File: src/hw/idp_defines.vh
// Opcode encodings, multiply clamp modes and constants for the integer/DSP datapath
`ifndef IDP_DEFINES_VH
`define IDP_DEFINES_VH
`define IDP_OP_W 6
`define IDP_OP_MAG 6'h00
`define IDP_OP_MAG_CLAMP 6'h01
`define IDP_OP_DMAG 6'h02
`define IDP_OP_DMAG_CLAMP 6'h03
`define IDP_OP_MIN 6'h04
`define IDP_OP_MAX 6'h05
`define IDP_OP_MIN_U 6'h06
`define IDP_OP_MAX_U 6'h07
`define IDP_OP_CLAMP_B 6'h08
`define IDP_OP_CLAMP_BU 6'h09
`define IDP_OP_CLAMP_H 6'h0a
`define IDP_OP_CLAMP_HU 6'h0b
`define IDP_OP_CACC 6'h0c
`define IDP_OP_CDED 6'h0d
`define IDP_OP_CACC_F 6'h0e
`define IDP_OP_CDED_F 6'h0f
`define IDP_OP_SELECT 6'h10
`define IDP_OP_AND 6'h11
`define IDP_OP_OR 6'h12
`define IDP_OP_XOR 6'h13
`define IDP_OP_NAND 6'h14
`define IDP_OP_NOR 6'h15
`define IDP_OP_XNOR 6'h16
`define IDP_OP_AND_WITH_INVERTED_B 6'h17
`define IDP_OP_ORN 6'h18
`define IDP_OP_LZC 6'h19
`define IDP_OP_LOC 6'h1a
`define IDP_OP_RSC 6'h1b
`define IDP_OP_LSH 6'h1c
`define IDP_OP_ASH 6'h1d
`define IDP_OP_ASH_CLAMP 6'h1e
`define IDP_OP_PULL_U 6'h1f
`define IDP_OP_PULL_S 6'h20
`define IDP_OP_WINDOW 6'h21
`define IDP_OP_INSERT 6'h22
`define IDP_OP_INSERT_K 6'h23
`define IDP_OP_QMUL 6'h24
`define IDP_OP_QMAC 6'h25
`define IDP_OP_QMSB 6'h26
`define IDP_MUL_S 2'h0
`define IDP_MUL_CLAMP_S 2'h1
`define IDP_MUL_CLAMP_U 2'h2
`define IDP_SMAX32 32'h7fffffff
`define IDP_SMIN32 32'h80000000
`define IDP_UMAX32 32'hffffffff
`define IDP_SMAX8 32'h0000007f
`define IDP_SMIN8 32'hffffff80
`define IDP_UMAX8 32'h000000ff
`define IDP_SMAX16 32'h00007fff
`define IDP_SMIN16 32'hffff8000
`define IDP_UMAX16 32'h0000ffff
`define IDP_FRAC_HI 32'hffff0000
`define IDP_ROUND_BIT 32'h00008000
`define IDP_LEAD_ALL 6'h20
`define IDP_SIGN_ALL 6'h1f
`endif

File: src/hw/idp_datapath.v
// Integer and fractional execution datapath with registered result and flags
// Operation
// [RULE1] Magnitude and difference magnitude, each with a clamping variant.
// [RULE2] Smaller/larger of two operands, signed or unsigned compare.
// [RULE3] Clamp a 32-bit value to byte or halfword range.
// [RULE4] Condition register non-zero means true, zero means false.
// [RULE5] Conditional add/subtract act on true; negated forms act on false.
// [RULE6] Select writes first source if condition true, else second.
// [RULE7] AND, OR, XOR, their inversions, and AND/OR with inverted b.
// [RULE8] Leading zero or one count from the top, 0 if top differs.
// [RULE9] Redundant sign count equals leading sign bits minus one.
// [RULE10] All-zero gives 32 zeros, all-ones 32 ones, sign count 31.
// [RULE11] Signed amount: left by n[4:0], else right by (-n)[4:0].
// [RULE12] Logical fills zeros; arithmetic fills sign on right shifts.
// [RULE13] Clamping shift saturates when shifted-out bits differ from sign.
// [RULE14] Unsigned field extract of w bits at pos, upper bits zero.
// [RULE15] Signed field extract extends the field's top bit upward.
// [RULE16] Pair window: 64-bit concat shifted left by pos, upper word.
// [RULE17] Insert w low bits or 4-bit constant at pos, rest kept.
// [RULE18] Fractions are 1.15 in upper half or 1.31 signed.
// [RULE19] Product shifted left by one, or kept in 2.30 form.
// [RULE20] Minus one squared, shifted, gives max positive, no overflow; with round_en the code rounds it up to 0x80000000 before any clamp.
// [RULE21] Rounding forms add one at bit 15 of the result.
// [RULE22] Multiply forms clamp on signed or unsigned overflow.
// [RULE23] Sticky near-overflow flag holds until software clears it.
// [RULE24] Near-overflow is XOR of the two top result bits.
// [RULE25] Signed clamp bounds 2^31-1 and -2^31; unsigned lower bound zero.
// [RULE26] Unperformed conditional add/subtract returns the first source.
`timescale 1ns/10ps
`include "idp_defines.vh"
module idp_datapath (
  input wire ref_clk,
  input wire rst_n,
  input wire issue,
  input wire [5:0] op,
  input wire [31:0] src_a,
  input wire [31:0] src_b,
  input wire [31:0] src_c,
  input wire [31:0] cond_val,
  input wire [4:0] pos,
  input wire [5:0] width,
  input wire [3:0] konst,
  input wire frac_shift,
  input wire round_en,
  input wire [1:0] mul_clamp,
  input wire flag_clear,
  output reg [31:0] result,
  output reg result_valid,
  output reg overflow,
  output reg near_overflow_flag,
  output reg sticky_near_overflow_flag
);
  ////////////////////////////////////////////////////////////////////////////
  // Helpers
  function [31:0] field_mask;
    input [5:0] w;
    begin
      if (w >= 6'h20) begin
        field_mask = 32'hffffffff;
      end else begin
        field_mask = ~(32'hffffffff << w);
      end
    end
  endfunction

  function [31:0] clamp_signed;
    input [32:0] v;
    begin
      if (!v[32] && v[31]) begin
        clamp_signed = `IDP_SMAX32; // [RULE25]
      end else if (v[32] && !v[31]) begin
        clamp_signed = `IDP_SMIN32; // [RULE25]
      end else begin
        clamp_signed = v[31:0];
      end
    end
  endfunction

  ////////////////////////////////////////////////////////////////////////////
  // Arithmetic building blocks
  wire cond_true = |cond_val; // [RULE4]
  wire [32:0] a_ext = {src_a[31], src_a};
  wire [32:0] b_ext = {src_b[31], src_b};
  wire [32:0] neg_a = 33'h0 - a_ext;
  wire [32:0] diff = a_ext - b_ext;
  wire [32:0] mag_a = src_a[31] ? neg_a : a_ext;
  wire [32:0] mag_d = diff[32] ? (33'h0 - diff) : diff;
  wire s_lt = $signed(src_a) < $signed(src_b);
  wire u_lt = src_a < src_b;
  wire [31:0] sum_ab = src_a + src_b;
  wire [31:0] dif_ab = src_a - src_b;

  // Zero-run and one-run counters differ only in the fill level
  wire [11:0] lead_cnt;
  genvar g;
  generate
    for (g = 0; g < 2; g = g + 1) begin : g_lead
      idp_lead_count #(
        .WIDTH(32)
      ) idp_lead_count_inst (
        .value(src_a),
        .fill(g == 1),
        .count(lead_cnt[g*6 +: 6])
      );
    end
  endgenerate

  wire [5:0] lz_cnt = lead_cnt[5:0];
  wire [5:0] lo_cnt = lead_cnt[11:6];
  wire [5:0] sign_run = src_a[31] ? lo_cnt : lz_cnt;

  ////////////////////////////////////////////////////////////////////////////
  // Shifter
  wire amt_neg = src_b[31];
  wire [31:0] neg_b = 32'h00000000 - src_b;
  wire [4:0] amt = amt_neg ? neg_b[4:0] : src_b[4:0]; // [RULE11]
  wire [31:0] shl = src_a << amt; // [RULE12]
  wire [31:0] shr_l = src_a >> amt; // [RULE12]
  wire [31:0] shr_a = $signed(src_a) >>> amt; // [RULE12]
  wire [63:0] shl_wide = {{32{src_a[31]}}, src_a} << amt;
  // Bits above the result must all equal the result sign
  wire shl_lost = (shl_wide[63:31] != {33{shl_wide[31]}}); // [RULE13]

  ////////////////////////////////////////////////////////////////////////////
  // Bit fields
  wire [31:0] fmask = field_mask(width);
  wire [31:0] pulled = (src_a >> pos) & fmask; // [RULE14]
  wire [5:0] top_idx = width - 6'h01;
  wire field_top = (width == 6'h00) ? 1'b0 : pulled[top_idx[4:0]];
  wire [31:0] pulled_s = field_top ? (pulled | ~fmask) : pulled; // [RULE15]
  wire [63:0] window = {src_a, src_b} << pos; // [RULE16]
  wire [31:0] ins_val = (op == `IDP_OP_INSERT_K) ? {28'h0000000, konst} : src_b; // [RULE17]
  wire [31:0] ins_mask = fmask << pos;
  wire [31:0] inserted = (src_a & ~ins_mask) | ((ins_val << pos) & ins_mask); // [RULE17]

  ////////////////////////////////////////////////////////////////////////////
  // Fractional multiply
  wire [63:0] prod = $signed({{32{src_a[31]}}, src_a}) * $signed({{32{src_b[31]}}, src_b});
  wire minus_one_sq = (src_a == `IDP_SMIN32) && (src_b == `IDP_SMIN32);
  // 1.31 x 1.31 gives 2.62; upper word is 2.30, one left shift gives 1.31
  wire [31:0] q_unshifted = prod[63:32]; // [RULE19]
  wire [31:0] q_shifted = prod[62:31]; // [RULE19]
  wire half_mm = (src_a[31:16] == 16'h8000) && (src_b[31:16] == 16'h8000) &&
                 ~|src_a[15:0] && ~|src_b[15:0]; // [RULE18]
  // Minus one squared would wrap to minus one once shifted
  reg [31:0] q_base;
  always @* begin
    if (!frac_shift) begin
      q_base = q_unshifted; // [RULE19]
    end else if (minus_one_sq || half_mm) begin
      q_base = `IDP_SMAX32; // [RULE20]
    end else begin
      q_base = q_shifted; // [RULE19]
    end
  end
  wire [32:0] acc_ext = {src_c[31], src_c};
  wire [32:0] qb_ext = {q_base[31], q_base};
  reg [32:0] q_sum;
  always @* begin
    case (op)
      `IDP_OP_QMAC: q_sum = acc_ext + qb_ext;
      `IDP_OP_QMSB: q_sum = acc_ext - qb_ext;
      default: q_sum = qb_ext;
    endcase
  end
  wire [32:0] q_rnd = round_en ? (q_sum + {1'b0, `IDP_ROUND_BIT}) : q_sum; // [RULE21]
  wire [32:0] q_trunc = round_en ? (q_rnd & {1'b1, `IDP_FRAC_HI}) : q_rnd;
  reg [31:0] q_out;
  reg q_ovf;
  always @* begin
    q_out = q_trunc[31:0];
    q_ovf = q_trunc[32] != q_trunc[31];
    case (mul_clamp)
      `IDP_MUL_CLAMP_S: q_out = clamp_signed(q_trunc); // [RULE22]
      `IDP_MUL_CLAMP_U: begin
        if (q_trunc[32]) begin
          q_out = 32'h00000000; // [RULE25]
          q_ovf = 1'b1;
        end else begin
          q_out = q_trunc[31:0];
          q_ovf = 1'b0;
        end
      end
      default: q_out = q_trunc[31:0];
    endcase
  end

  ////////////////////////////////////////////////////////////////////////////
  // Result select
  reg [31:0] res_d;
  reg ovf_d;
  always @* begin
    res_d = 32'h00000000;
    ovf_d = 1'b0;
    case (op)
      `IDP_OP_MAG: begin
        res_d = mag_a[31:0]; // [RULE1]
        ovf_d = mag_a[32] != mag_a[31];
      end
      `IDP_OP_MAG_CLAMP: begin
        res_d = clamp_signed(mag_a); // [RULE1]
        ovf_d = mag_a[32] != mag_a[31];
      end
      `IDP_OP_DMAG: begin
        res_d = mag_d[31:0]; // [RULE1]
        ovf_d = mag_d[32] != mag_d[31];
      end
      `IDP_OP_DMAG_CLAMP: begin
        res_d = clamp_signed(mag_d); // [RULE1]
        ovf_d = mag_d[32] != mag_d[31];
      end
      `IDP_OP_MIN: res_d = s_lt ? src_a : src_b; // [RULE2]
      `IDP_OP_MAX: res_d = s_lt ? src_b : src_a; // [RULE2]
      `IDP_OP_MIN_U: res_d = u_lt ? src_a : src_b; // [RULE2]
      `IDP_OP_MAX_U: res_d = u_lt ? src_b : src_a; // [RULE2]
      `IDP_OP_CLAMP_B: begin
        if ($signed(src_a) > $signed(`IDP_SMAX8)) begin
          res_d = `IDP_SMAX8; // [RULE3]
        end else if ($signed(src_a) < $signed(`IDP_SMIN8)) begin
          res_d = `IDP_SMIN8; // [RULE3]
        end else begin
          res_d = src_a;
        end
      end
      `IDP_OP_CLAMP_BU: res_d = (src_a > `IDP_UMAX8) ? `IDP_UMAX8 : src_a; // [RULE3]
      `IDP_OP_CLAMP_H: begin
        if ($signed(src_a) > $signed(`IDP_SMAX16)) begin
          res_d = `IDP_SMAX16; // [RULE3]
        end else if ($signed(src_a) < $signed(`IDP_SMIN16)) begin
          res_d = `IDP_SMIN16; // [RULE3]
        end else begin
          res_d = src_a;
        end
      end
      `IDP_OP_CLAMP_HU: res_d = (src_a > `IDP_UMAX16) ? `IDP_UMAX16 : src_a; // [RULE3]
      `IDP_OP_CACC: res_d = cond_true ? sum_ab : src_a; // [RULE5] [RULE26]
      `IDP_OP_CDED: res_d = cond_true ? dif_ab : src_a; // [RULE5] [RULE26]
      `IDP_OP_CACC_F: res_d = cond_true ? src_a : sum_ab; // [RULE5] [RULE26]
      `IDP_OP_CDED_F: res_d = cond_true ? src_a : dif_ab; // [RULE5] [RULE26]
      `IDP_OP_SELECT: res_d = cond_true ? src_a : src_b; // [RULE6]
      `IDP_OP_AND: res_d = src_a & src_b; // [RULE7]
      `IDP_OP_OR: res_d = src_a | src_b; // [RULE7]
      `IDP_OP_XOR: res_d = src_a ^ src_b; // [RULE7]
      `IDP_OP_NAND: res_d = ~(src_a & src_b); // [RULE7]
      `IDP_OP_NOR: res_d = ~(src_a | src_b); // [RULE7]
      `IDP_OP_XNOR: res_d = ~(src_a ^ src_b); // [RULE7]
      `IDP_OP_AND_WITH_INVERTED_B: res_d = src_a & ~src_b; // [RULE7]
      `IDP_OP_ORN: res_d = src_a | ~src_b; // [RULE7]
      `IDP_OP_LZC: res_d = {26'h0, lz_cnt}; // [RULE8] [RULE10]
      `IDP_OP_LOC: res_d = {26'h0, lo_cnt}; // [RULE8] [RULE10]
      `IDP_OP_RSC: res_d = {26'h0, sign_run - 6'h01}; // [RULE9] [RULE10]
      `IDP_OP_LSH: res_d = amt_neg ? shr_l : shl; // [RULE11] [RULE12]
      `IDP_OP_ASH: res_d = amt_neg ? shr_a : shl; // [RULE11] [RULE12]
      `IDP_OP_ASH_CLAMP: begin
        if (amt_neg) begin
          res_d = shr_a;
        end else if (shl_lost) begin
          res_d = src_a[31] ? `IDP_SMIN32 : `IDP_SMAX32; // [RULE13] [RULE25]
          ovf_d = 1'b1;
        end else begin
          res_d = shl;
        end
      end
      `IDP_OP_PULL_U: res_d = pulled; // [RULE14]
      `IDP_OP_PULL_S: res_d = pulled_s; // [RULE15]
      `IDP_OP_WINDOW: res_d = window[63:32]; // [RULE16]
      `IDP_OP_INSERT, `IDP_OP_INSERT_K: res_d = inserted; // [RULE17]
      `IDP_OP_QMUL, `IDP_OP_QMAC, `IDP_OP_QMSB: begin
        res_d = q_out;
        ovf_d = q_ovf;
      end
      default: res_d = 32'h00000000;
    endcase
  end
  // Near-overflow is taken at word width for every operation
  wire near_d = res_d[31] ^ res_d[30]; // [RULE24]

  ////////////////////////////////////////////////////////////////////////////
  // Registers
  always @(posedge ref_clk or negedge rst_n) begin
    if (!rst_n) begin
      result <= 32'h00000000;
      result_valid <= 1'b0;
      overflow <= 1'b0;
      near_overflow_flag <= 1'b0;
      sticky_near_overflow_flag <= 1'b0;
    end else begin
      result_valid <= issue;
      if (issue) begin
        result <= res_d;
        overflow <= ovf_d;
        near_overflow_flag <= near_d;
      end
      // Setting event wins over a same-cycle clear
      if (issue && near_d) begin
        sticky_near_overflow_flag <= 1'b1; // [RULE23]
      end else if (flag_clear) begin
        sticky_near_overflow_flag <= 1'b0; // [RULE23]
      end
    end
  end
endmodule // idp_datapath

File: src/hw/idp_lead_count.v
// Leading-bit counter: counts bits equal to the fill level from the top
`timescale 1ns/10ps
module idp_lead_count #(
  parameter WIDTH = 32
) (
  input wire [WIDTH-1:0] value,
  input wire fill,
  output reg [5:0] count
);
  integer i;
  reg run;
  always @* begin
    count = 6'h00;
    run = 1'b1;
    for (i = WIDTH - 1; i >= 0; i = i - 1) begin
      if (run && (value[i] == fill)) begin
        count = count + 6'h01;
      end else begin
        run = 1'b0;
      end
    end
  end
endmodule // idp_lead_count

File: config.mk
export PLATFORM = sky130hd
export DESIGN_NAME = idp_datapath
export DESIGN_NICKNAME = d
export VERILOG_FILES = /design/src/hw/idp_datapath.v /design/src/hw/idp_lead_count.v
export VERILOG_INCLUDE_DIRS = /design/src /design/src/hw
export SDC_FILE = /design/constraint.sdc
export NUM_CORES = 2
export LEC_CHECK = 0
export ABC_AREA = 1
export BUFFER_PORTS_ARGS = -buffer_cell sky130_fd_sc_hd__buf_2
export CORE_ASPECT_RATIO = 1.2
export CORE_UTILIZATION = 30
export CTS_CLUSTER_DIAMETER = 200
export DETAILED_ROUTE_END_ITERATION = 12
export PLACE_DENSITY = 0.42
export REMOVE_ABC_BUFFERS = 1
export SETUP_SLACK_MARGIN = 0.15
export SLEW_MARGIN = 20
export SYNTH_ARGS = -nofsm -noshare
export SYNTH_HDL_FRONTEND = slang
export SYNTH_SLANG_ARGS = --single-unit
File: constraint.sdc
create_clock -name ref_clk -period 0.8 [get_ports ref_clk]
set_input_delay 0.08 -clock ref_clk [delete_from_list [all_inputs] [get_ports ref_clk]]
set_output_delay 0.08 -clock ref_clk [all_outputs]
set_load 0.005 [all_outputs]
==> results.md <==
- Number of synthesized flops with an enable pin: 0
- Worst Hold Class: input pin to register
- Cell count after synthesis: between 10000 and 15000
- Layout Nets: 16023
- Post-synth top area cell: fa_1
- First-pass GRT wire length: approximately 680000 um
- CTS Root Cell: clkbuf_16
- Worst Setup Start Kind: input pin
- Vias in the first global route: 93533
- CP endpoint kind: register
- Max Clk Rate: about 0.063 GHz
- Core Region: approximately 240000 sq um
- Hold path startpoint: flag_clear
- Distinct cells, synth: 85
- Power Dens Cells: ~4700 nW/um^2
- Die area: about 250000 sq um
- Mapped Area: about 73000 sq um
- Crit Path Class: input pin to register
- All-layer global routing usage: 0.387
- Unrepaired setup endpoints after global routing: true
- Synth top area share: 0.296
- Initial DRC Count: 7747
- Fin util: 0.433
- Port bufs: 192
- Most repeated library cell on the critical path: ha_4
- Minimum clock period: 15.93 ns
- TritonCTS clock tree: done
- Chip Width: roughly 450 um
- Ys async rst share: 1.00
- Worst stage delay on the critical path: approximately 0.29 ns
- Final Skew: 0 ns
- I/O pins: a little under 200
- Clock insertion delay at the later pin of the skew report: between 0.2 and 0.3 ns
- CTS Buf Count: 5
- Worst-Margin Slew: approximately 1.3 ns
- Grt total ovfl: 0
- Rows: 198
- Critical path required time: 0.98 ns
- Seq cells post-synth: 36
- Max-Cap Viols: 0
- Sinks on Clock Net: 36
- Synthesis Warnings: 0
- Synth area leaders: fa_1, nand2_1, inv_1, ha_1, o21ai_0
- Final hold vios: 0
- Final Cycle Share: 19.9
- Routed WL: 489000 um
- Clock transition at path regs: 0.06 ns
- DRC errors left: 0
- Pre-Repair DR Iteration Count: 7
- Detailed-route via count: about 91000
- RePlAce Congestion: 1.14
- Crit-path max FO: 3
- Die H: about 540 um
- Post-synthesis sequential area ratio: 0.0123
- Critical path arrival: about 16 ns
- Initial Util: 0.302
- Final antenna-violating net count: 0
- Worst slew margin: 0.129
- Worst VDD drop: roughly 12 mV
- Status: complete, but fails checks
- Max Buffers Root-to-Sink: 2
- Total Power: slightly below 500000 uW
- Synthesis-to-finish area growth: 43.1%
- Worst Setup SP: src_a[30]
- Post-route setup slack: -15.13 ns
- Hpwl dp: ~420000 um
- Pleak: between 0.05 and 0.06 uW
- Max-slew violations: 0
- Largest net degree at the start of global routing: 45
- H-tree levels: 2
- Slowest CP cell: ha_1
- Crit Reg-Reg Startpoint: result[2]
- Syn avg cell area: between 6 and 7 sq um
- Initial antenna violation count: 56
- Layout cells sized above 1: 0.290
- Failing checks: setup timing
- Most common flop cell mapped by yosys: dfrtp_1
- Final setup violation count: 71
- Mean number of vias per cell: about 5.2
- WL/cell: roughly 28 um
-- stage by stage --
step                      TNS, ns  setup slack, ns  cells  instance area, sq um  hold WS, ns
after floorplan           -400.60           -16.83  10808                 70600       -0.216
after global placement    -504.47           -18.94  17450                102000       0.0633
after detailed placement  -505.52           -18.85  17450                102000       0.0637
after CTS                 -480.01           -16.63  17501                103000       0.0399
after global routing      -462.32           -15.76  17569                105000       0.0706
final                     -435.96           -15.13  17596                105000       0.0392
-- final cells by class --
| type | instances | area (sq um) |
|---|---|---|
| Fill cell | 26092 | 138000 |
| Multi-Input combinational cell | 8439 | 62700 |
| Timing Repair Buffer | 3551 | 28500 |
| Inverter | 2333 | 8800 |
| Tap cell | 3200 | 4000 |
| Sequential cell | 36 | 902 |
| Clock buffer | 5 | 125 |
| Antenna cell | 29 | 72.6 |
| Clock inverter | 3 | 18.8 |
-- cells in the final DEF, fill, tap and decap left out, drive strengths merged, types with 49 or more instances in the layout --
master / Yosys / routed
o2111ai: 60 / 60
a211oi: 50 / 50
xnor2: 49 / 49
a21oi: 509 / 509
ha: 416 / 416
buf: 152 / 3530
nor2: 772 / 772
nand2: 2978 / 2978
o22ai: 77 / 77
xor2: 189 / 189
nor4: 55 / 55
inv: 2298 / 2299
nor3: 106 / 106
or2: 59 / 59
o21ai: 979 / 979
mux2i: 56 / 56
nand4: 97 / 97
o211ai: 80 / 80
fa: 1084 / 1084
nand3: 445 / 445
-- synth_stat cells (13+ instances only) --
library cell	count
a2111oi_0	48
a211oi_1	50
a21o_1	16
a21oi_1	509
a221oi_1	43
a22oi_1	23
a31oi_1	47
buf_1	141
clkbuf_1	460
clkbuf_8	26
clkinv_1	35
dfrtp_1	36
fa_1	1084
ha_1	416
inv_1	2246
inv_2	49
mux2i_1	56
nand2_1	2877
nand2_2	91
nand3_1	416
nand3_2	28
nand3b_1	20
nand4_1	95
nor2_1	720
nor2_2	30
nor2_4	17
nor3_1	105
nor4_1	54
o2111ai_1	60
o211ai_1	80
o21a_1	20
o21ai_0	974
o21bai_1	18
o221ai_1	36
o22ai_1	77
o311ai_0	13
o31ai_1	20
or2_2	56
xnor2_1	48
xor2_1	187
-- report_power, final --
group	switching (uW)	internal, uW
Combinational	257000	228000
Clock	812	1150
Sequential	287	2190
-- worst max-delay path, delay by kind of cell --
| family | cells | cell delay [ns] |
|---|---|---|
| buffers and inverters | 27 | 2.15 |
| adder cells (fa/ha/maj) | 27 | 6.54 |
| AO/OA/AOI/OAI | 11 | 1.39 |
| AND/OR/NAND/NOR | 58 | 5.89 |
-- repair_timing --
item                                    CTS  global route
pin swaps                                60           175
hold buffers                              1             0
buffers inserted                         39            55
endpoints found under the setup margin   71            71
gates cloned                              3            10
gates resized for setup                 102           418
endpoints found under the hold margin    36             0
-- cells by family (layout without fill, tap and decap cells) --
logic type	count (synthesis)	in the layout	share of synthesized area
AO/OA/AOI/OAI	2092	2092	0.166
adder cells (fa/ha/maj)	1500	1500	0.367
buffers and inverters	2975	5892	0.157
AND/OR/NAND/NOR	4551	4551	0.262
other	2	31	0.000102
XOR/XNOR	238	238	0.0289
multiplexers	56	56	0.00764
flip-flops	36	36	0.0123
-- sequential cells by signal, summed over array words and instances (netlist names) --
signal / cells
overflow: 1
sticky_near_overflow_flag: 1
result: 32
result_valid: 1
near_overflow_flag: 1
-- layer usage --
metal,up-vias,share of wire,global-route usage
li1,41596,-,-
met1,44672,0.37,0.441
met2,3657,0.46,0.646
met3,1320,0.062,0.0580
met4,26,0.10,0.310
met5,-,0.00032,0
-- worst paths after layout --
path	cells after the start	endpoint	slack, ns
max	123	result[1]	-15.13
min	4	sticky_near_overflow_flag	0.04
max reg2reg	2	result[2]	0.08
min reg2reg	1	result[21]	0.48
max in group asynchronous	3	result[2]	0.30
min in group asynchronous	3	result[31]	0.30
No activity file was read; power rests on OpenSTA's default activity.
